### src/verilog/vip_defines.svh
// constants for the vectored interrupt priority controller
`ifndef VIP_DEFINES_SVH
`define VIP_DEFINES_SVH
// ==========================================================
// register byte addresses
`define VIP_ADDR_STATUS_WORD 8'h42
`define VIP_ADDR_CORE_CTRL 8'h44
`define VIP_ADDR_DIS_COUNT 8'h52
`define VIP_ADDR_ICON2 8'h60
`define VIP_ADDR_PEND_VEC 8'h62
`define VIP_ADDR_IRQ_STAT 8'h64
`define VIP_ADDR_IRQ_MASK 8'h66
`define VIP_ADDR_FLAG_BASE 8'h80
`define VIP_ADDR_EN_BASE 8'h90
`define VIP_ADDR_PRI_BASE 8'hA0
// ==========================================================
// sizes and fields
`define VIP_NUM_SRC 32
`define VIP_NUM_TRAP 8
`define VIP_NUM_VEC 126
`define VIP_IPL_LO 5
`define VIP_ALT_BIT 15
`define VIP_TOP_BIT 3
// program memory layout, word addresses
`define VIP_PRIMARY_BASE 24'h000004
`define VIP_ALT_BASE 24'h000082
// entry and return counter loads; both take three cycles from the take or retfie sample, whichever source
`define VIP_ENTRY_CYCLES 4'h4
`define VIP_RETURN_CYCLES 4'h3
`endif

### src/verilog/vip_pkg.sv
// types shared by the interrupt controller files
package vip_pkg;
  // ==========================================================
  // sequencer states, gray coded along entry path
  typedef enum logic [2:0] {
    VIP_IDLE = 3'h0,
    VIP_FETCH = 3'h1,
    VIP_WAIT = 3'h3,
    VIP_RUN = 3'h2,
    VIP_RET = 3'h6
  } vip_state_e;
  typedef logic [6:0] vip_vec_t;
  typedef logic [3:0] vip_lvl_t;
endpackage : vip_pkg

### src/verilog/vip_arbiter.sv
// level based priority arbiter over traps and maskable sources
`timescale 1ns/1ps
`include "vip_defines.svh"
module vip_arbiter (
  input wire logic [`VIP_NUM_TRAP-1:0] trap_req,
  input wire logic [`VIP_NUM_SRC-1:0] src_live,
  input wire logic [`VIP_NUM_SRC*3-1:0] src_level,
  output logic win_valid,
  output vip_pkg::vip_vec_t win_vec,
  output vip_pkg::vip_lvl_t win_lvl
);
  import vip_pkg::*;
  // ==========================================================
  // selection: highest level first, ties to lower vector
  always_comb begin
    win_valid = 1'b0;
    win_vec = 7'h00;
    win_lvl = 4'h0;
    for (int i = `VIP_NUM_SRC - 1; i >= 0; i--) begin
      if (src_live[i] && ({1'b0, src_level[i*3 +: 3]} >= win_lvl || !win_valid)) begin
        win_valid = 1'b1;
        win_vec = 7'(i + `VIP_NUM_TRAP);
        win_lvl = {1'b0, src_level[i*3 +: 3]};
      end
    end
    // traps outrank all levels and cannot be masked
    for (int t = `VIP_NUM_TRAP - 1; t >= 0; t--) begin
      if (trap_req[t]) begin
        win_valid = 1'b1;
        win_vec = 7'(t);
        // trap 0 sits at level 15, trap 7 at level 8, always above any source
        win_lvl = 4'(15 - t);
      end
    end
  end
endmodule : vip_arbiter

### src/verilog/vip_ctrl.sv
// interrupt controller top: registers, priority, vector fetch
//
// Local design decision: the strobed register port.
`timescale 1ns/1ps
`include "vip_defines.svh"
// How it works
// - many request lines become one cpu request
// - 126 entries, eight traps never maskable
// - each source gets software priority level
// - primary table starts at word 000004h
// - entry gives 24-bit handler branch address
// - ties go to lower vector number
// - same level uses fixed vector order
// - every source has its own vector
// - alternate select bit swaps fetch table
// - alternate table follows primary, same layout
// - fixed entry and return cycle counts
// - cpu level lives in status bits 7:5
// - top level bit read-only in core control
// - latch winning vector and new level
// - hardware sets flags, software clears, enables gate
module vip_ctrl (
  input wire logic ref_clk,
  input wire logic rst_n,
  input wire logic [7:0] reg_addr,
  input wire logic [15:0] reg_wdata,
  input wire logic reg_wr,
  input wire logic reg_rd,
  output logic [15:0] reg_rdata,
  input wire logic [`VIP_NUM_SRC-1:0] src_event,
  input wire logic [`VIP_NUM_TRAP-1:0] trap_event,
  input wire logic cpu_take,
  input wire logic cpu_retfie,
  input wire logic [23:0] pmem_data,
  output logic cpu_irq,
  output logic [23:0] pmem_addr,
  output logic pmem_rd,
  output logic [23:0] branch_addr,
  output logic branch_go,
  output logic ret_done,
  output logic irq_out
);
  import vip_pkg::*;
  // ==========================================================
  // state record
  typedef struct packed {
    vip_state_e st;
    logic [3:0] cnt;
    logic [2:0] cpu_priority_level;
    logic top;
    logic [3:0] ipl_save;
    logic top_save;
    logic [13:0] discnt;
    logic alt_sel;
    logic [`VIP_NUM_SRC-1:0] flag;
    logic [`VIP_NUM_SRC-1:0] en;
    logic [`VIP_NUM_SRC*3-1:0] pri;
    logic [`VIP_NUM_TRAP-1:0] trap;
    vip_vec_t pend_vec;
    vip_lvl_t pend_lvl;
    logic [1:0] ev_stat;
    logic [1:0] ev_mask;
    logic [15:0] rdata;
    logic irq;
    logic [23:0] paddr;
    logic prd;
    logic [23:0] baddr;
    logic bgo;
    logic rdone;
    logic iout;
  } vip_regs_s;
  vip_regs_s s_q, s_d;
  logic win_valid;
  vip_vec_t win_vec;
  vip_lvl_t win_lvl;
  logic [`VIP_NUM_SRC-1:0] live;
  // word index inside the priority bank, five 3-bit levels per word
  function automatic logic [2:0] vip_bank(input logic [7:0] a);
    vip_bank = a[3:1];
  endfunction : vip_bank
  // priority words sit at the even addresses A0 up to AC, seven words for 32 sources
  function automatic logic vip_pri_hit(input logic [7:0] a);
    vip_pri_hit = (a[7:4] == 4'hA) && (a[3:1] != 3'h7);
  endfunction : vip_pri_hit
  assign live = s_q.flag & s_q.en;
  vip_arbiter u_arb (
    .trap_req(s_q.trap),
    .src_live(live),
    .src_level(s_q.pri),
    .win_valid(win_valid),
    .win_vec(win_vec),
    .win_lvl(win_lvl)
  );
  // ==========================================================
  // next state
  always_comb begin
    logic req;
    logic [15:0] rd;
    req = 1'b0;
    rd = 16'h0000;
    s_d = s_q;
    s_d.bgo = 1'b0;
    s_d.rdone = 1'b0;
    s_d.prd = 1'b0;
    req = win_valid && (win_lvl > {s_q.top, s_q.cpu_priority_level}) && (win_lvl[3] || s_q.discnt == 14'h0);
    if (s_q.discnt != 14'h0) begin
      s_d.discnt = s_q.discnt - 14'h1;
    end
    if (win_valid) begin
      s_d.pend_vec = win_vec;
      s_d.pend_lvl = win_lvl;
    end
    s_d.irq = req && s_q.st == VIP_IDLE;
    // software writes; clear of flags done before hardware set
    if (reg_wr) begin
      unique case (reg_addr)
        `VIP_ADDR_STATUS_WORD: s_d.cpu_priority_level = reg_wdata[`VIP_IPL_LO +: 3];
        `VIP_ADDR_DIS_COUNT: s_d.discnt = reg_wdata[13:0];
        `VIP_ADDR_ICON2: s_d.alt_sel = reg_wdata[`VIP_ALT_BIT];
        `VIP_ADDR_IRQ_MASK: s_d.ev_mask = reg_wdata[1:0];
        default: begin
          if (vip_pri_hit(reg_addr)) begin
            // source i lives in word i/5, slot i%5; the last word holds only two
            for (int i = 0; i < `VIP_NUM_SRC; i++) begin
              if (vip_bank(reg_addr) == 3'(i / 5)) begin
                s_d.pri[i*3 +: 3] = reg_wdata[(i % 5) * 3 +: 3];
              end
            end
          end else if (reg_addr[7:2] == 6'h20) begin
            s_d.flag[reg_addr[1]*16 +: 16] = reg_wdata;
          end else if (reg_addr[7:2] == 6'h24) begin
            s_d.en[reg_addr[1]*16 +: 16] = reg_wdata;
          end
        end
      endcase
    end
    s_d.flag = s_d.flag | src_event;
    // sequencer: fixed latency whichever source
    unique case (s_q.st)
      VIP_IDLE: begin
        if (cpu_take && req) begin
          s_d.st = VIP_FETCH;
          s_d.cnt = `VIP_ENTRY_CYCLES;
          s_d.ipl_save = {s_q.top, s_q.cpu_priority_level};
          s_d.cpu_priority_level = win_lvl[2:0];
          // top bit set only by hardware
          s_d.top = win_lvl[3];
          if (win_vec < 7'(`VIP_NUM_TRAP)) s_d.trap[win_vec[2:0]] = 1'b0;
          s_d.paddr = (s_q.alt_sel ? `VIP_ALT_BASE : `VIP_PRIMARY_BASE) + {17'h0, win_vec};
          s_d.prd = 1'b1;
        end else if (cpu_retfie) begin
          s_d.st = VIP_RET;
          s_d.cnt = `VIP_RETURN_CYCLES;
        end
      end
      VIP_FETCH: begin
        s_d.baddr = pmem_data;
        s_d.st = VIP_WAIT;
        s_d.cnt = s_q.cnt - 4'h1;
      end
      VIP_WAIT: begin
        s_d.cnt = s_q.cnt - 4'h1;
        if (s_q.cnt == 4'h2) begin
          s_d.st = VIP_RUN;
          s_d.bgo = 1'b1;
          s_d.ev_stat[0] = 1'b1;
        end
      end
      VIP_RUN: begin
        s_d.st = VIP_IDLE;
      end
      VIP_RET: begin
        s_d.cnt = s_q.cnt - 4'h1;
        if (s_q.cnt == 4'h1) begin
          s_d.st = VIP_IDLE;
          s_d.rdone = 1'b1;
          s_d.ev_stat[1] = 1'b1;
          s_d.cpu_priority_level = s_q.ipl_save[2:0];
          s_d.top = s_q.ipl_save[3];
        end
      end
      default: s_d.st = VIP_IDLE;
    endcase
    // trap events land after the take clear, so a repeat in that cycle is kept
    s_d.trap = s_d.trap | trap_event;
    // register reads, data valid next cycle
    unique case (reg_addr)
      `VIP_ADDR_STATUS_WORD: rd = {8'h00, s_q.cpu_priority_level, 5'h00};
      `VIP_ADDR_CORE_CTRL: rd = {12'h000, s_q.top, 3'h0};
      `VIP_ADDR_DIS_COUNT: rd = {2'h0, s_q.discnt};
      `VIP_ADDR_ICON2: rd = {s_q.alt_sel, 15'h0000};
      `VIP_ADDR_PEND_VEC: rd = {4'h0, s_q.pend_lvl, 1'b0, s_q.pend_vec};
      `VIP_ADDR_IRQ_STAT: rd = {14'h0000, s_q.ev_stat};
      `VIP_ADDR_IRQ_MASK: rd = {14'h0000, s_q.ev_mask};
      default: begin
        if (vip_pri_hit(reg_addr)) begin
          for (int i = 0; i < `VIP_NUM_SRC; i++) begin
            if (vip_bank(reg_addr) == 3'(i / 5)) rd[(i % 5) * 3 +: 3] = s_q.pri[i*3 +: 3];
          end
        end else if (reg_addr[7:2] == 6'h20) rd = s_q.flag[reg_addr[1]*16 +: 16];
        else if (reg_addr[7:2] == 6'h24) rd = s_q.en[reg_addr[1]*16 +: 16];
      end
    endcase
    s_d.rdata = reg_rd ? rd : 16'h0000;
    // read clears event status, but a new event in the same cycle stays
    if (reg_rd && reg_addr == `VIP_ADDR_IRQ_STAT) begin
      s_d.ev_stat = s_d.ev_stat & ~s_q.ev_stat;
      s_d.ev_stat = s_d.ev_stat | {s_d.rdone, s_d.bgo};
    end
    s_d.iout = |(s_d.ev_stat & s_d.ev_mask);
  end
  // ==========================================================
  // state register, synchronous reset
  always_ff @(posedge ref_clk) begin
    if (!rst_n) begin
      s_q <= '0;
    end else begin
      s_q <= s_d;
    end
  end
  assign reg_rdata = s_q.rdata;
  assign cpu_irq = s_q.irq;
  assign pmem_addr = s_q.paddr;
  assign pmem_rd = s_q.prd;
  assign branch_addr = s_q.baddr;
  assign branch_go = s_q.bgo;
  assign ret_done = s_q.rdone;
  assign irq_out = s_q.iout;
  // ==========================================================
  // checks
  // branch follows fetch after fixed delay
  branch_after_fetch_a: assert property (@(posedge ref_clk) disable iff (!rst_n)
    pmem_rd |-> ##3 branch_go) else $error("branch not on time");
  alt_table_addr_a: assert property (@(posedge ref_clk) disable iff (!rst_n)
    $rose(pmem_rd) && $past(s_q.alt_sel) |-> pmem_addr >= `VIP_ALT_BASE)
    else $error("alternate base not used");
  level_gate_a: assert property (@(posedge ref_clk) disable iff (!rst_n)
    cpu_irq |-> $past(win_lvl) > $past({s_q.top, s_q.cpu_priority_level})) else $error("request below level");
  ret_latency_a: assert property (@(posedge ref_clk) disable iff (!rst_n)
    s_q.st == VIP_IDLE && cpu_retfie && !(cpu_take && cpu_irq) |-> ##4 ret_done)
    else $error("return latency wrong");
  flag_sticky_a: assert property (@(posedge ref_clk) disable iff (!rst_n)
    src_event[0] |=> s_q.flag[0]) else $error("event lost");
  // line rises only on an event or mask write
  irq_out_a: assert property (@(posedge ref_clk) disable iff (!rst_n)
    $rose(irq_out) |-> branch_go || ret_done || $past(reg_wr)) else $error("irq out wrong");
  trap_wins_a: assert property (@(posedge ref_clk) disable iff (!rst_n)
    |s_q.trap |-> win_lvl[3]) else $error("trap not top");
  top_ro_a: assert property (@(posedge ref_clk) disable iff (!rst_n)
    reg_wr && s_q.st == VIP_IDLE && !cpu_take |=> $stable(s_q.top)) else $error("top bit written");
  cov_entry_c: cover property (@(posedge ref_clk) branch_go);
  cov_alt_c: cover property (@(posedge ref_clk) pmem_rd && s_q.alt_sel);
  cov_ret_c: cover property (@(posedge ref_clk) ret_done);
  cov_trap_c: cover property (@(posedge ref_clk) s_q.top && branch_go);
  cov_hold_c: cover property (@(posedge ref_clk) s_q.discnt != 14'h0 && win_valid);
  // primary fetch stays inside primary table
  primary_addr_a: assert property (@(posedge ref_clk) disable iff (!rst_n)
    $rose(pmem_rd) && !$past(s_q.alt_sel) |->
      pmem_addr >= `VIP_PRIMARY_BASE && pmem_addr < `VIP_ALT_BASE)
    else $error("primary base not used");
  pend_latch_a: assert property (@(posedge ref_clk) disable iff (!rst_n)
    win_valid |=> s_q.pend_vec == $past(win_vec)) else $error("pending vector not latched");
  status_wr_a: assert property (@(posedge ref_clk) disable iff (!rst_n)
    reg_wr && reg_addr == `VIP_ADDR_STATUS_WORD && s_q.st == VIP_IDLE && !cpu_take |=>
      s_q.cpu_priority_level == $past(reg_wdata[7:5])) else $error("cpu level write lost");
endmodule : vip_ctrl

### config.mk
export PLATFORM = sky130hd
export DESIGN_NAME = vip_ctrl
export DESIGN_NICKNAME = d
export VERILOG_FILES = /design/src/verilog/vip_pkg.sv /design/src/verilog/vip_arbiter.sv /design/src/verilog/vip_ctrl.sv
export VERILOG_INCLUDE_DIRS = /design/src /design/src/verilog
export SDC_FILE = /design/constraint.sdc
export NUM_CORES = 1
export LEC_CHECK = 0
export ABC_AREA = 1
export BUFFER_PORTS_ARGS = -buffer_cell sky130_fd_sc_hd__buf_2
export CORE_ASPECT_RATIO = 1.25
export CORE_MARGIN = 4
export CORE_UTILIZATION = 45
export CTS_CLUSTER_DIAMETER = 30
export DETAILED_ROUTE_END_ITERATION = 16
export MAX_ROUTING_LAYER = met4
export PLACE_DENSITY_LB_ADDON = 0.3
export SYNTH_ARGS = -nofsm -noshare
export SYNTH_HDL_FRONTEND = slang
export SYNTH_SLANG_ARGS = --single-unit
### constraint.sdc
create_clock -name ref_clk -period 52.9 [get_ports ref_clk]
set_input_delay 5.29 -clock ref_clk [delete_from_list [all_inputs] [get_ports ref_clk]]
set_output_delay 5.29 -clock ref_clk [all_outputs]
set_load 0.01 [all_outputs]
==> metrics.cfg <==
[setup_path]
cp-end-kind=register
critical_path.slowest_cell=dfxtp_1
cp.required_ns=53.30
critPathKind=register to register
arrival_ns=35.66
crit_top_cell=nand2_1
crit_path_max_fanout=18
cp-start-kind=register
cpPeakStageDelay_ns=0.39

[logic_synthesis]
synth_mux_area_frac=0.000605
yosys.area_share.simple=0.278
ys_seq_area_frac=0.321
yosys.area.top_type=dfxtp_1
synth_top_family_by_area=simple AND/OR/NAND/NOR gates
synth-seq-cells=265
synth_top_area_frac=0.321
synth_adder_area_share=0.0451
ys.warnings.count=0
synth_compound_area_frac=0.211
synthFlopType=dfxtp_1
synth_xor_xnor_area_share=0.00424
synth_area_um2=16500
synth-edff-count=0
synth_cells=2480
synth.avg_cell_area_um2=6.67
synth_area_leaders=dfxtp_1 (32%), nand2_1 (9.8%), inv_1 (8.2%)
synth_cell_type_count=56
synth-async-reset-ratio=0

[cts]
cts_sinks=265
numCtsBuffers=44
cts-hold-fix-buffers=0
postCtsSetupBuffers=0
clkLatencyLatePin_ns=0.55
cts_buffer_depth=3
cts_tree=done
cts.repair.resized=0
cts_root_buf=clkbuf_16
clk_pin_slew_ns=0.05
ctsHtreeMaxLevel=2

[floorplanning]
ios=163
row_count=78
core_area_um2=36300
dieArea_um2=39900
start_util=0.456
die_y_um=222
die_x_um=179

[sta]
tightest_slew_ns=1.37
max_freq_ghz=0.0284
skew_ns=0.0197
setup_viol=0
period_minus_slack_ns=35.25
period_share=0.666
tns_ns=0
slew_headroom=0.0855
hold_viol=0
slew_viol_final=0
rsz0062_at_grt=no

[layout]
areaGrowthSynthToFinish_pct=13.3
fin_nets=2699
diodes=0
finish.utilization=0.516
drive_gt1_frac=0.153

[global_route]
grt_remaining_overflow=0
antenna_found_initial=0
grt_start_max_net_pins=90
grt_usage=0.293
grt_pass1_wl_um=90700
grt_pass1_vias=16166

[placed_design]
io_buffers=146
gp_congestion=0.969
dp_hpwl_um=44900

[routing]
drtIter0Drc=1320
avgViaCountPerCell=5.53
route.detailed.drc=0
detail-route-antenna-nets=0
drt_wl_total_um=59000
drtPass1Iterations=6
avgRoutedWirePerCell_um=19.3
vias=16928

[worst_hold_path]
hold_class=register to register

[flow_run]
drv_cap=0

[power_and_ir_drop]
vdd_drop_max_mv=0.0385
powerDensity_nw_per_um2=35.1
p_leak_nw=9.14

[run_status]
status=finished, final reports clean

[stage by stage]
step | total power [W] | cells | cell area, µm² | worst slack (ns) | hold slack (ns)
finish | 0.000657 | 3060 | 18700 | 17.65 | 0.462
global route | 0.000687 | 3060 | 18700 | 13.08 | 0.494
CTS | 0.000659 | 3060 | 18700 | 17.67 | 0.461
detailed placement | 0.000363 | 2980 | 17200 | 17.75 | 0.452
global placement | 0.000361 | 2980 | 17200 | 18.93 | 0.428
floorplan | 0.000333 | 2495 | 16600 | 22.50 | 0.419
[routing by layer]
layer / vias up / GRT usage / part of all wire
met5: - / - / 0
met2: 734 / 0.490 / 0.48
met4: 0 / 0.165 / 0.068
met3: 194 / 0.0403 / 0.066
li1: 8214 / - / -
met1: 7786 / 0.338 / 0.39
[kinds of logic (layout without fill, tap and decap cells)]
kind of cell	after synthesis	in the layout
compound gates	624	624
xor+xnor	8	8
fa+ha+maj	59	59
buf+inv	552	637
flops	265	265
mux	1	1
other cells	1	16
simple gates	970	970
[critical path, delay by kind of cell (launching register included)]
kind | cells | cell delay, ns
buffers and inverters | 25 | 1.70
adder cells (fa/ha/maj) | 32 | 9.22
AO/OA/AOI/OAI | 59 | 9.27
AND/OR/NAND/NOR | 165 | 14.46
flip-flops | 1 | 0.39
[cell type report]
type / count / area [µm²]
Fill cell: 3644 / 17600
Multi-Input combinational cell: 1678 / 8970
Sequential cell: 265 / 5310
Inverter: 398 / 1490
Clock buffer: 55 / 1220
Timing Repair Buffer: 159 / 835
Tap cell: 480 / 601
Clock inverter: 25 / 313
[layout by cell type, fill, tap and decap left out, types with 46 or more instances in the layout]
cell type  Yosys  final
a21oi_1      210    210
buf_2          0    145
dfxtp_1      265    265
ha_1          58     58
inv_1        363    363
nand2_1      430    430
nand2_2       46     46
nand3_1      166    166
nor2_1       200    200
o21ai_0      272    272
[cell usage after synthesis (all sizes together) (2+ instances only)]
master / number
and2: 2
a211oi: 5
clkinv: 8
o32ai: 3
o21ai: 291
a221oi: 28
nand3: 200
xnor2: 2
nor2: 200
or2: 5
o221ai: 6
dfxtp: 265
a22oi: 5
a31oi: 16
nand3b: 3
o2111ai: 11
nor3: 30
a21o: 2
ha: 58
o22ai: 14
xor2: 6
o211ai: 7
nand4: 7
nor4: 6
inv: 390
nand2: 514
o31ai: 15
buf: 69
clkbuf: 85
a41oi: 4
a21oi: 211
[final timing paths]
check                    start           end  slack, ns  cells past startpoint
setup reg to reg      register       s_q[86]      17.65                    281
setup / recovery      register       s_q[86]      17.65                    281
hold reg to reg   pmem_addr[6]  pmem_addr[6]       0.46                      2
hold / removal    pmem_addr[6]  pmem_addr[6]       0.46                      2
[power by group]
| part | internal [W] | switching (W) |
|---|---|---|
| clock network | 0.000190 | 0.000106 |
| logic | 0.0000429 | 0.0000802 |
| registers | 0.000221 | 0.0000167 |
Note: power is estimated with default switching activity, not from simulation.
